### src/hdl/dcc_pkg.sv
// Purpose: Shared constants and types for the DMA channel control block
// Assumes: 32-bit AXI4-Lite register access, byte addresses in 8 bits
// Notes:   Field positions refer to the channel_control word
package dcc_pkg;

    // Register byte offsets
    localparam logic [7:0] ADDR_CTRL = 8'h00;
    localparam logic [7:0] ADDR_PAT  = 8'h04;
    localparam logic [7:0] ADDR_STAT = 8'h08;

    // channel_control field positions
    localparam int IGN_LSB   = 24;
    localparam int ACT_BIT   = 15;
    localparam int IGNEN_BIT = 13;
    localparam int PLEN_BIT  = 11;
    localparam int CDIR_BIT  = 8;
    localparam int ON_BIT    = 7;
    localparam int EWO_BIT   = 6;
    localparam int CPERM_BIT = 5;

    // Status register field positions
    localparam int ST_START = 0;
    localparam int ST_ABORT = 1;
    localparam int ST_HIT   = 2;
    localparam int ST_DONE  = 3;

    // Reset values
    localparam logic [7:0]  IGN_RST = 8'h00;
    localparam logic [15:0] PAT_RST = 16'h0000;

    // AXI response codes
    localparam logic [1:0] RESP_OKAY   = 2'h0;
    localparam logic [1:0] RESP_SLVERR = 2'h2;

    // Channel phase
    typedef enum logic [2:0] {
        PH_IDLE  = 3'b001,
        PH_RUN   = 3'b010,
        PH_DRAIN = 3'b100
    } dcc_phase_e;

    // Software control fields
    typedef struct packed {
        logic [7:0] ign_val;
        logic       ign_en;
        logic       plen;
        logic       cdir;
        logic       on;
        logic       ewo;
        logic       cperm;
    } dcc_ctrl_s;

    // One byte read by the channel
    typedef struct packed {
        logic       valid;
        logic [7:0] data;
    } dcc_byte_s;

    // Matcher configuration
    typedef struct packed {
        logic [15:0] pattern;
        logic        two_byte;
        logic        ign_en;
        logic [7:0]  ign_val;
        logic        enable;
    } dcc_match_cfg_s;

    // Matcher state
    typedef struct packed {
        logic [7:0] prev;
        logic       prev_ok;
        logic       hit;
    } dcc_match_s;

    // Top-level state
    typedef struct packed {
        dcc_phase_e  phase;
        dcc_ctrl_s   ctrl;
        logic [15:0] pattern;
        logic        start_pend;
        logic        abort_pend;
        logic        hit_seen;
        logic        done_seen;
        logic        done;
        logic        aw_held;
        logic [7:0]  aw_addr;
        logic        w_held;
        logic [31:0] w_data;
        logic [3:0]  w_strb;
        logic        bvalid;
        logic [1:0]  bresp;
        logic        rvalid;
        logic [31:0] rdata;
        logic [1:0]  rresp;
    } dcc_top_s;

endpackage : dcc_pkg

### src/hdl/dcc_top.sv
// Purpose: Control register logic of one DMA channel
// Assumes: Datapath and neighbour channels drive synchronous pulses
// Notes:   Registers reached over AXI4-Lite, one aligned word each
`timescale 1ns/1ps

module dcc_top
    import dcc_pkg::*;
(
    // Clock and reset
    input  wire logic        aclk,
    input  wire logic        aresetn,
    // AXI4-Lite write address
    input  wire logic        s_axi_awvalid,
    output logic             s_axi_awready,
    input  wire logic [7:0]  s_axi_awaddr,
    // AXI4-Lite write data
    input  wire logic        s_axi_wvalid,
    output logic             s_axi_wready,
    input  wire logic [31:0] s_axi_wdata,
    input  wire logic [3:0]  s_axi_wstrb,
    // AXI4-Lite write response
    output logic             s_axi_bvalid,
    input  wire logic        s_axi_bready,
    output logic [1:0]       s_axi_bresp,
    // AXI4-Lite read address
    input  wire logic        s_axi_arvalid,
    output logic             s_axi_arready,
    input  wire logic [7:0]  s_axi_araddr,
    // AXI4-Lite read data
    output logic             s_axi_rvalid,
    input  wire logic        s_axi_rready,
    output logic [31:0]      s_axi_rdata,
    output logic [1:0]       s_axi_rresp,
    // Channel events
    input  wire logic        start_evt,
    input  wire logic        abort_evt,
    // Neighbour completions
    input  wire logic        lower_done,
    input  wire logic        higher_done,
    // Datapath
    input  wire logic        xfer_busy,
    input  wire logic        xfer_last,
    input  wire dcc_byte_s   rd_byte,
    // Channel outputs
    output logic             xfer_enable,
    output logic             channel_active,
    output logic             channel_done
);

    dcc_top_s       s;
    dcc_top_s       next_s;
    dcc_match_cfg_s mcfg;
    logic           pat_hit;
    logic           aw_take;
    logic           w_take;
    logic           ar_take;
    logic           do_wr;
    logic           chain_go;
    logic           evt_ok;
    logic           active;
    logic [31:0]    ctrl_word;
    logic [31:0]    stat_word;
    logic [31:0]    wr_val;

    // Merge write data into an old word by byte strobes
    function automatic logic [31:0] merge(input logic [31:0] old_w,
                                          input logic [31:0] new_w,
                                          input logic [3:0]  strb);
        logic [31:0] res;
        res = old_w;
        for (int i = 0; i < 4; i++)
        begin
            if (strb[i])
            begin
                res[i*8 +: 8] = new_w[i*8 +: 8];
            end
        end
        return res;
    endfunction : merge

    // Pattern matcher, live only while transferring
    assign mcfg.pattern  = s.pattern;
    assign mcfg.two_byte = s.ctrl.plen;
    assign mcfg.ign_en   = s.ctrl.ign_en;
    assign mcfg.ign_val  = s.ctrl.ign_val;
    assign mcfg.enable   = (s.phase == PH_RUN);

    dcc_match u_match (
        .aclk    (aclk),
        .aresetn (aresetn),
        .cfg     (mcfg),
        .rd_byte (rd_byte),
        .hit     (pat_hit)
    );

    // Active while enabled or still winding down
    assign active = s.ctrl.on || (s.phase != PH_IDLE);

    // Chain source chosen by direction, gated by permit
    assign chain_go = s.ctrl.cperm
                   && (s.ctrl.cdir ? lower_done
                                   : higher_done);

    // Events count when enabled or when allowed while off
    assign evt_ok = s.ctrl.on || s.ctrl.ewo;

    // Bus handshakes
    assign s_axi_awready = !s.aw_held && !s.bvalid;
    assign s_axi_wready  = !s.w_held && !s.bvalid;
    assign s_axi_arready = !s.rvalid;
    assign aw_take       = s_axi_awvalid && s_axi_awready;
    assign w_take        = s_axi_wvalid && s_axi_wready;
    assign ar_take       = s_axi_arvalid && s_axi_arready;
    assign do_wr         = s.aw_held && s.w_held && !s.bvalid;

    // Readable images; unused bits stay zero
    always_comb
    begin
        ctrl_word = '0;
        ctrl_word[IGN_LSB +: 8] = s.ctrl.ign_val;
        ctrl_word[ACT_BIT]      = active;
        ctrl_word[IGNEN_BIT]    = s.ctrl.ign_en;
        ctrl_word[PLEN_BIT]     = s.ctrl.plen;
        ctrl_word[CDIR_BIT]     = s.ctrl.cdir;
        ctrl_word[ON_BIT]       = s.ctrl.on;
        ctrl_word[EWO_BIT]      = s.ctrl.ewo;
        ctrl_word[CPERM_BIT]    = s.ctrl.cperm;
        stat_word = '0;
        stat_word[ST_START] = s.start_pend;
        stat_word[ST_ABORT] = s.abort_pend;
        stat_word[ST_HIT]   = s.hit_seen;
        stat_word[ST_DONE]  = s.done_seen;
    end

    // Next state: software first, then phase, then hardware sets
    always_comb
    begin
        next_s = s;
        next_s.done = 1'b0;
        wr_val = '0;

        // Capture write address and data in either order
        if (aw_take)
        begin
            next_s.aw_held = 1'b1;
            next_s.aw_addr = s_axi_awaddr;
        end
        if (w_take)
        begin
            next_s.w_held = 1'b1;
            next_s.w_data = s_axi_wdata;
            next_s.w_strb = s_axi_wstrb;
        end

        // Perform write once both halves are held
        if (do_wr)
        begin
            next_s.aw_held = 1'b0;
            next_s.w_held  = 1'b0;
            next_s.bvalid  = 1'b1;
            next_s.bresp   = RESP_OKAY;
            if (s.aw_addr == ADDR_CTRL)
            begin
                wr_val = merge(ctrl_word, s.w_data, s.w_strb);
                // Only implemented fields are kept
                next_s.ctrl.ign_val = wr_val[IGN_LSB +: 8];
                next_s.ctrl.ign_en  = wr_val[IGNEN_BIT];
                next_s.ctrl.plen    = wr_val[PLEN_BIT];
                next_s.ctrl.cdir    = wr_val[CDIR_BIT];
                next_s.ctrl.on      = wr_val[ON_BIT];
                next_s.ctrl.ewo     = wr_val[EWO_BIT];
                next_s.ctrl.cperm   = wr_val[CPERM_BIT];
            end
            else if (s.aw_addr == ADDR_PAT)
            begin
                wr_val = merge({16'h0000, s.pattern}, s.w_data, s.w_strb);
                next_s.pattern = wr_val[15:0];
            end
            else if (s.aw_addr == ADDR_STAT)
            begin
                // Write one to clear
                wr_val = s.w_data & {{28{1'b0}}, s.w_strb[0], s.w_strb[0],
                                     s.w_strb[0], s.w_strb[0]};
                if (wr_val[ST_START])
                begin
                    next_s.start_pend = 1'b0;
                end
                if (wr_val[ST_ABORT])
                begin
                    next_s.abort_pend = 1'b0;
                end
                if (wr_val[ST_HIT])
                begin
                    next_s.hit_seen = 1'b0;
                end
                if (wr_val[ST_DONE])
                begin
                    next_s.done_seen = 1'b0;
                end
            end
            else
            begin
                next_s.bresp = RESP_SLVERR;
            end
        end
        if (s.bvalid && s_axi_bready)
        begin
            next_s.bvalid = 1'b0;
        end

        // Read decode
        if (ar_take)
        begin
            next_s.rvalid = 1'b1;
            next_s.rresp  = RESP_OKAY;
            if (s_axi_araddr == ADDR_CTRL)
            begin
                next_s.rdata = ctrl_word;
            end
            else if (s_axi_araddr == ADDR_PAT)
            begin
                next_s.rdata = {16'h0000, s.pattern};
            end
            else if (s_axi_araddr == ADDR_STAT)
            begin
                next_s.rdata = stat_word;
            end
            else
            begin
                next_s.rdata = '0;
                next_s.rresp = RESP_SLVERR;
            end
        end
        else if (s.rvalid && s_axi_rready)
        begin
            next_s.rvalid = 1'b0;
        end

        // Channel phase
        case (s.phase)
            PH_IDLE:
            begin
                if (s.abort_pend)
                begin
                    // Abort drops any start still pending
                    next_s.abort_pend = 1'b0;
                    next_s.start_pend = 1'b0;
                end
                else if (s.start_pend && s.ctrl.on && next_s.ctrl.on)
                begin
                    next_s.start_pend = 1'b0;
                    next_s.phase      = PH_RUN;
                end
            end
            PH_RUN:
            begin
                if (!next_s.ctrl.on)
                begin
                    next_s.phase = PH_DRAIN;
                end
                else if (s.abort_pend)
                begin
                    next_s.abort_pend = 1'b0;
                    next_s.ctrl.on    = 1'b0;
                    next_s.phase      = PH_DRAIN;
                end
                else if (pat_hit || xfer_last)
                begin
                    // Block finished or pattern found
                    next_s.ctrl.on = 1'b0;
                    next_s.done    = 1'b1;
                    next_s.phase   = PH_DRAIN;
                end
            end
            PH_DRAIN:
            begin
                // Hold off until the bus transaction ends
                if (!xfer_busy)
                begin
                    next_s.phase = PH_IDLE;
                end
            end
            default:
            begin
                next_s.phase = PH_IDLE;
            end
        endcase

        // Hardware sets win over software clears
        if (pat_hit && s.phase == PH_RUN)
        begin
            next_s.hit_seen = 1'b1;
        end
        if (next_s.done)
        begin
            next_s.done_seen = 1'b1;
        end
        if (start_evt && evt_ok)
        begin
            next_s.start_pend = 1'b1;
        end
        if (abort_evt && evt_ok)
        begin
            next_s.abort_pend = 1'b1;
        end
        if (chain_go)
        begin
            // Chained start enables and starts the channel
            next_s.ctrl.on    = 1'b1;
            next_s.start_pend = 1'b1;
        end
    end

    // State register
    always_ff @(posedge aclk)
    begin
        if (!aresetn)
        begin
            s                 <= '0;
            s.phase           <= PH_IDLE;
            s.ctrl.ign_val    <= IGN_RST;
            s.pattern         <= PAT_RST;
        end
        else
        begin
            s <= next_s;
        end
    end

    // Outputs
    assign s_axi_bvalid   = s.bvalid;
    assign s_axi_bresp    = s.bresp;
    assign s_axi_rvalid   = s.rvalid;
    assign s_axi_rdata    = s.rdata;
    assign s_axi_rresp    = s.rresp;
    assign xfer_enable    = (s.phase == PH_RUN);
    assign channel_active = active;
    assign channel_done   = s.done;

endmodule : dcc_top

### src/hdl/dcc_match.sv
// Purpose: Pattern comparison on the byte stream read by the channel
// Assumes: One byte at most per clock, qualified by valid
// Notes:   Hit is a registered one-cycle pulse
`timescale 1ns/1ps
module dcc_match
    import dcc_pkg::*;
(
    // Clock and reset
    input  wire logic           aclk,
    input  wire logic           aresetn,
    // Configuration and stream
    input  wire dcc_match_cfg_s cfg,
    input  wire dcc_byte_s      rd_byte,
    // Result
    output logic                hit
);

    dcc_match_s s;
    dcc_match_s next_s;
    logic       cur_eq;
    logic       old_eq;

    // Byte compare with ignore byte as don't-care
    always_comb
    begin
        cur_eq = (rd_byte.data == cfg.pattern[7:0])
              || (cfg.ign_en && rd_byte.data == cfg.ign_val);
        old_eq = (s.prev == cfg.pattern[15:8])
              || (cfg.ign_en && s.prev == cfg.ign_val);
        next_s = s;
        next_s.hit = 1'b0;
        if (!cfg.enable)
        begin
            next_s.prev_ok = 1'b0;
        end
        else if (rd_byte.valid)
        begin
            // Older byte vs high pattern byte, newest vs low
            if (cfg.two_byte)
            begin
                next_s.hit = cur_eq && old_eq && s.prev_ok;
            end
            else
            begin
                next_s.hit = cur_eq;
            end
            next_s.prev    = rd_byte.data;
            next_s.prev_ok = 1'b1;
        end
    end

    // State register
    always_ff @(posedge aclk)
    begin
        if (!aresetn)
        begin
            s <= '0;
        end
        else
        begin
            s <= next_s;
        end
    end

    assign hit = s.hit;

endmodule : dcc_match

### config.mk
export PLATFORM = sky130hd
export DESIGN_NAME = dcc_top
export DESIGN_NICKNAME = d
export VERILOG_FILES = /design/src/hdl/dcc_pkg.sv /design/src/hdl/dcc_top.sv /design/src/hdl/dcc_match.sv
export SDC_FILE = /design/constraint.sdc
export NUM_CORES = 1
export LEC_CHECK = 0
export ABC_CLOCK_PERIOD_IN_PS = 3900
export BUFFER_PORTS_ARGS = -buffer_cell sky130_fd_sc_hd__buf_4
export CAP_MARGIN = 20
export CELL_PAD_IN_SITES_DETAIL_PLACEMENT = 1
export CELL_PAD_IN_SITES_GLOBAL_PLACEMENT = 2
export CORE_MARGIN = 5
export CORE_UTILIZATION = 35
export CTS_BUF_LIST = sky130_fd_sc_hd__clkbuf_2
export DETAILED_ROUTE_END_ITERATION = 10
export PLACE_DENSITY_LB_ADDON = 0.1
export SYNTH_ARGS = -nofsm -noshare
export SYNTH_HDL_FRONTEND = slang
export SYNTH_HIERARCHICAL = 1
export SYNTH_SLANG_ARGS = --single-unit
### constraint.sdc
create_clock -name aclk -period 3.9 [get_ports aclk]
set_clock_uncertainty 0.1 [all_clocks]
set_input_delay 0.195 -clock aclk [delete_from_list [all_inputs] [get_ports aclk]]
set_output_delay 0.195 -clock aclk [all_outputs]
set_load 0.01 [all_outputs]
==> results of run 1 <==
final cells by class:
cell class | instances | area share [%]
Multi-Input combinational cell | 426 | 35.89
Sequential cell | 113 | 33.31
Timing Repair Buffer | 193 | 24.91
Tap cell | 184 | 3.390
Clock buffer | 20 | 1.474
Clock inverter | 10 | 0.7001
Inverter | 6 | 0.3316
sequential cells by signal, summed over array words and instances, names as in the netlist, 9 cells and up:
signal	cells
mcfg	16
s	44
ctrl_word	14
s_axi_rdata	24
u_match/s	9
layer usage:
metal  GRT usage, %  wire [um]
met3          3.537        689
met4          6.534        251
met5              0          0
met1          24.14       7102
met2          29.54       7183
critical path, cell delays in order, from the launching register on:
cell and delay (ns):
dfxtp_1 0.39, nand2b_1 0.66, a2111oi_0 0.58, dlygate4sd3_1 0.61, nor3_1 0.05, dlygate4sd3_1 0.56
kinds of logic (layout without fill, tap and decap cells):
group                  Yosys count  in the layout  synth area share (%)
AND/OR/NAND/NOR                247            247                 22.61
AO/OA/AOI/OAI                  107            107                 12.98
multiplexers                    30             30                 5.904
buffers and inverters           77            229                 8.648
other                            1             10               0.07342
XOR/XNOR                        32             32                 5.487
flip-flops                     113            113                 44.29
final timing paths:
kind,from,end,cells past startpoint
max,s_axi_rvalid$_SDFFE_PN0P_,s_axi_rresp[1]$_SDFFE_PN0P_,5
min,lower_done,ctrl_word[7]$_SDFF_PN0_,5
max reg2reg,s_axi_rvalid$_SDFFE_PN0P_,s_axi_rresp[1]$_SDFFE_PN0P_,5
min reg2reg,s[46]$_SDFFE_PN0P_,mcfg[15]$_SDFFE_PN0P_,2
cells in the final DEF (no fill, tap or decap), drive strengths merged, types with 11 or more instances in the layout:
master,instances
a21oi,60
a22oi,11
buf,101
clkbuf,20
dfxtp,113
dlygate4sd3,92
mux2i,29
nand2,152
nor2,31
xnor2,22
per-stage QoR:
step           setup slack [ns]  hold slack (ns)  std cells
2_1_floorplan             2.117           0.2310        616
3_3_place_gp              1.710           0.3432        829
3_5_place_dp              1.660           0.3475        830
4_1_cts                  0.8304         0.002098        952
5_1_grt                  0.6586          0.04055        952
6_report                 0.8611          0.07540        952
power groups by stage:
stage / clock network [mW] / registers [mW] / logic (mW)
3_5_place_dp: 0 / 1.24 / 0.218
5_1_grt: 0.658 / 1.22 / 0.314
3_3_place_gp: 0 / 1.24 / 0.210
4_1_cts: 0.603 / 1.21 / 0.282
6_report: 0.572 / 1.21 / 0.281
2_1_floorplan: 0 / 1.23 / 0.134
==> results.py, run 1 <==
metrics = {
    "run_status": {
        "status": "finished, final reports clean",
    },
    "synthesis": {
        "synthCells": 607,
        "synthTopCellsByArea": "dfxtp_1 44%, nand2_1 11%, a21oi_1 5.8%",
        "async_reset_ff_share_pct": 0,
        "ys_ff_latch": 113,
        "ys_seq_area_share_pct": 44.29,
        "syn_area_um2": 5107,
        "yosysMostFrequentCell": "nand2_1",
        "synthFlopType": "dfxtp_1",
        "synthTopCellsByCount": "152 x nand2_1, 113 x dfxtp_1, 59 x a21oi_1, 36 x buf_4, 31 x nor2_1",
        "yosysTopAreaCellShare_pct": 44.29,
        "yosysWarnings": 6,
        "yosysTopAreaCell": "dfxtp_1",
        "yosysUniqueCellTypes": 50,
        "synth_edf_count": 0,
        "syn_area_per_cell_um2": 8.414,
    },
    "sta": {
        "drv_slew": 0,
        "slew_headroom_pct": 29.00,
        "min_period_ns": 3.039,
        "worst_pin_slew_ns": 1.065,
        "tns_ns": 0,
        "setup_violations": 0,
        "rsz0062_at_grt": "false",
        "finalHoldViolations": 0,
        "finalCritPeriodShare_pct": 77.92,
        "timing.fmax_ghz": 0.3291,
    },
    "power_and_ir_drop": {
        "p_leak_nw": 2.705,
        "p_sw_mw": 0.5831,
        "clkPwrFrac_pct": 27.7,
        "vdd_drop_max_uv": 141.9,
        "p_comb_share_pct": 13.6,
        "sequentialPowerShare_pct": 58.7,
        "total_power_mw": 2.065,
        "powerDensity_nw_per_um2": 304.0,
        "sw_frac_of_total_pct": 28.24,
        "p_int_mw": 1.482,
    },
    "detailed_routing": {
        "via_per_inst": 4.875,
        "wirelength_um": 15230,
        "drcViolationCount": 0,
        "ant_nets": 0,
        "num_vias": 4641,
        "drt-pass1-iter-count": 4,
        "wire_per_inst_um": 15.99,
        "drtIter0Drc": 209,
    },
    "die": {
        "die-area_um2": 17110,
        "initial_core_util_pct": 35.41,
        "coreArea_um2": 14420,
        "rows": 44,
        "ios": 118,
        "dieWidth_um": 130.8,
        "die_h_um": 130.8,
    },
    "worst_setup_path": {
        "cp_data_required_time_ns": 4.34,
        "worstSetupPathType": "reg2reg",
        "endpoint_kind": "flip-flop",
        "cp-start-kind": "flip-flop",
        "r2r_slack_ns": 0.86,
        "worst-path-max-fanout": 28,
        "arrival_ns": 3.48,
    },
    "cells_and_area": {
        "nNetsFinal": 831,
        "multi_input_area_um2": 2437,
        "area_delta_synth_final_pct": 32.97,
        "final_area_um2": 6792,
        "drive_gt1_share_pct": 18.49,
        "final_util_pct": 47.09,
        "seq_area_um2": 2262,
        "diodes": 0,
        "fillers": 1722,
    },
    "global_route": {
        "grt_pass1_vias": 4732,
        "gr-usage-all-layers_pct": 18.20,
        "grt-ovfl-total": 0,
        "antenna_found_initial": 0,
        "grt_start_max_net_pins": 56,
        "grt_pass1_wl_um": 24290,
    },
    "cts": {
        "clk_latency_ns": 0.66,
        "cts_sinks": 113,
        "cts_setup_buffers": 0,
        "cts_hold_buf": 92,
        "path_clk_slew_ns": 0.15,
        "cts_buffers": 17,
        "cts_resized": 0,
        "clock_path_buffers": 2,
        "cts_tree": "yes",
        "htree_levels": 4,
        "cts_root_buf": "clkbuf_2",
    },
    "placed_design": {
        "place_area_um2": 5723,
        "place_hpwl_um": 10780,
        "portBuffers": 98,
        "routabilityCongestion": 0.8372,
    },
    "hold_path": {
        "min_path_type": "in2reg",
    },
    "job": {
        "cap_violations": 0,
    },
}
(Power assumes the default switching activity.)
==> run 2, diff against run 1 <==
ABC_CLOCK_PERIOD_IN_PS = 2830   (was 3900)
CORE_UTILIZATION = 32   (was 35)
clock period = 2.83 ns   (was 3.9 ns; I/O delays follow)
==> run 2 against run 1 <==
First-iteration DRC count rose by 44%; largest cell class unchanged; setup slack got worse by 0.76 ns; critical path type is now in2reg; via count increased by 4.7%; largest power group unchanged; final cell count is 9.2% higher; cell area increased by 11%.
==> results.py, run 2 (synthesized netlist as in run 1, its figures left out) <==
metrics = {
    "power_and_ir_drop": {
        "clkPwrFrac_pct": 39.0,
        "sw_frac_of_total_pct": 24.53,
        "p_leak_nw": 2.972,
        "vdd_drop_max_uv": 221.7,
        "sequentialPowerShare_pct": 47.5,
        "p_int_mw": 2.653,
        "p_comb_share_pct": 13.4,
        "powerDensity_nw_per_um2": 467.9,
        "p_sw_mw": 0.8622,
    },
    "cts": {
        "clock_path_buffers": 2,
        "cts_root_buf": "clkbuf_2",
        "cts_sinks": 113,
        "cts_buffers": 17,
        "path_clk_slew_ns": 0.17,
        "htree_levels": 4,
        "cts_setup_buffers": 0,
        "clk_latency_ns": 0.66,
        "cts_tree": "yes",
    },
    "hold_path": {
        "hold_depth": 5,
        "min_path_type": "in2reg",
    },
    "die": {
        "initial_core_util_pct": 32.39,
        "die_h_um": 136.3,
        "die-area_um2": 18590,
        "dieWidth_um": 136.3,
        "rows": 46,
        "coreArea_um2": 15770,
        "ios": 118,
    },
    "worst_setup_path": {
        "cp_data_required_time_ns": 3.34,
        "cp_num_cells": 8,
        "endpoint_kind": "flip-flop",
        "reg2reg_depth": 5,
        "reg2reg_to": "s_axi_rresp[1]$_SDFFE_PN0P_",
        "arrival_ns": 3.24,
        "worstSetupPathType": "in2reg",
        "r2r-start": "s_axi_rvalid$_SDFFE_PN0P_",
        "path_buf_inv": 4,
        "cp_top_family": "buffers and inverters",
        "crit_top_cell": "dlygate4sd3_1",
        "path_cells": "dlygate4sd3_1 > buf_4 > or4_4 > dlygate4sd3_1 > nor4_4 > dlygate4sd3_1 > a22oi_1 > a21oi_1",
        "crit_start": "s_axi_araddr[5]",
        "cp-start-kind": "primary input",
        "r2r_slack_ns": 0.24,
        "crit_slowest_cell": "dlygate4sd3_1",
        "cpPeakStageDelay_ns": 0.74,
        "worst-path-max-fanout": 6,
        "crit_path_end": "s_axi_rdata[6]$_SDFFE_PN0P_",
    },
    "cells_and_area": {
        "drive_gt1_share_pct": 18.71,
        "final_cells": 1040,
        "layout_commonest_cell": "nand2_1",
        "regMostFlops": "s",
        "largest_reg_flops": 44,
        "fillers": 1866,
        "nNetsFinal": 884,
        "final_area_um2": 7513,
        "area_delta_synth_final_pct": 47.11,
        "final_cell_mix": "152 x nand2_1, 138 x dlygate4sd3_1, 113 x dfxtp_1",
    },
    "detailed_routing": {
        "wire_per_inst_um": 15.58,
        "drcViolationCount": 0,
        "num_vias": 4857,
        "drt-pass1-iter-count": 4,
        "drtIter0Drc": 300,
        "via_per_inst": 4.670,
        "ant_nets": 0,
        "wirelength_um": 16200,
    },
    "global_route": {
        "antenna_found_initial": 0,
        "grt_pass1_wl_um": 25720,
        "grt_pass1_vias": 5144,
        "grt_start_max_net_pins": 49,
        "grt-ovfl-total": 0,
        "gr-usage-all-layers_pct": 17.68,
    },
    "sta": {
        "timing.fmax_ghz": 0.3662,
        "rsz0062_at_grt": "false",
        "worst_pin_slew_ns": 0.9569,
        "setup_violations": 0,
        "finalHoldViolations": 0,
        "min_period_ns": 2.731,
        "drv_slew": 0,
        "slew_headroom_pct": 36.05,
        "finalCritPeriodShare_pct": 96.49,
        "tns_ns": 0,
    },
    "placed_design": {
        "place_hpwl_um": 11250,
        "placed_cells": 869,
        "place_area_um2": 5816,
        "portBuffers": 98,
        "routabilityCongestion": 0.8419,
    },
    "run_status": {
        "status": "finished, final reports clean",
    },
    "job": {
        "cap_violations": 0,
    },
}
[run 2: cell count changes in the layout (fill, tap and decap cells not counted), moves of 2 or more]
| cell | change |
|---|---|
| bufinv_16 | +6 |
| clkinv_1 | -2 |
| buf_4 | +7 |
| dlygate4sd3_1 | +46 |
[run 2: per-stage QoR]
stage	util (%)	setup WS, ns	power, mW	hold WS [ns]
floorplan	-	1.047	1.874	0.1775
global placement	36.75	0.8253	2.000	0.2911
detailed placement	36.88	0.7958	2.012	0.3011
CTS	47.60	0.01076	3.550	0.001129
global route	47.63	0.03698	3.679	0.008829
finish	47.64	0.09933	3.515	0.09612
[run 2: cell type report]
| class | instances | area (um2) | area share [%] |
|---|---|---|---|
| clock inverters | 13 | 215.2 | 2.864 |
| repair buffers | 246 | 2205 | 29.34 |
| multi-input cells | 426 | 2441 | 32.49 |
| inverters | 6 | 22.52 | 0.2998 |
| clock buffers | 19 | 95.09 | 1.266 |
| flip-flops and latches | 113 | 2262 | 30.11 |
| well taps | 216 | 270.3 | 3.597 |
| diodes | 1 | 2.502 | 0.03331 |
[run 2: worst min-delay path by stage]
stage                                from                  to  slack (ns)
after detailed placement  s_axi_wdata[15]  s[57]$_SDFFE_PN0P_        0.30
final                          lower_done    s[88]$_SDFF_PN0_         0.1
after global routing           lower_done    s[88]$_SDFF_PN0_       0.009
after global placement    s_axi_wdata[28]  s[70]$_SDFFE_PN0P_        0.29
after floorplan            s_axi_wstrb[3]  s[41]$_SDFFE_PN0P_        0.18
after CTS                      lower_done    s[88]$_SDFF_PN0_       0.001
[run 2: per-layer routing]
metal  GRT usage, %  part of all wire (%)  routed length [um]
met1          22.78                    46                7401
met2          29.55                    48                7786
met3          3.701                   5.0                 814
met4          5.711                   1.2                 201
met5              0                     0                   0
[run 2: worst min-delay path, stage by stage]
cell and delay [ns]:
buf_4 0.08, mux2_2 0.15, a2111oi_0 0.09, o31a_1 0.10, a311oi_1 0.23
[run 2: power by group through the flow]
stage / clock (mW) / combinational (mW) / sequential [mW]
2_1_floorplan: 0 / 0.185 / 1.69
3_5_place_dp: 0 / 0.307 / 1.70
6_report: 1.37 / 0.471 / 1.67
4_1_cts: 1.41 / 0.465 / 1.67
5_1_grt: 1.48 / 0.516 / 1.68
3_3_place_gp: 0 / 0.297 / 1.70
[run 2: timing repair]
item | 4_1_cts | 5_1_grt
hold buffers | 138 | 0
hold endpoints to repair | 108 | 0
setup endpoints to repair | 0 | 1
resized for setup | 0 | 2
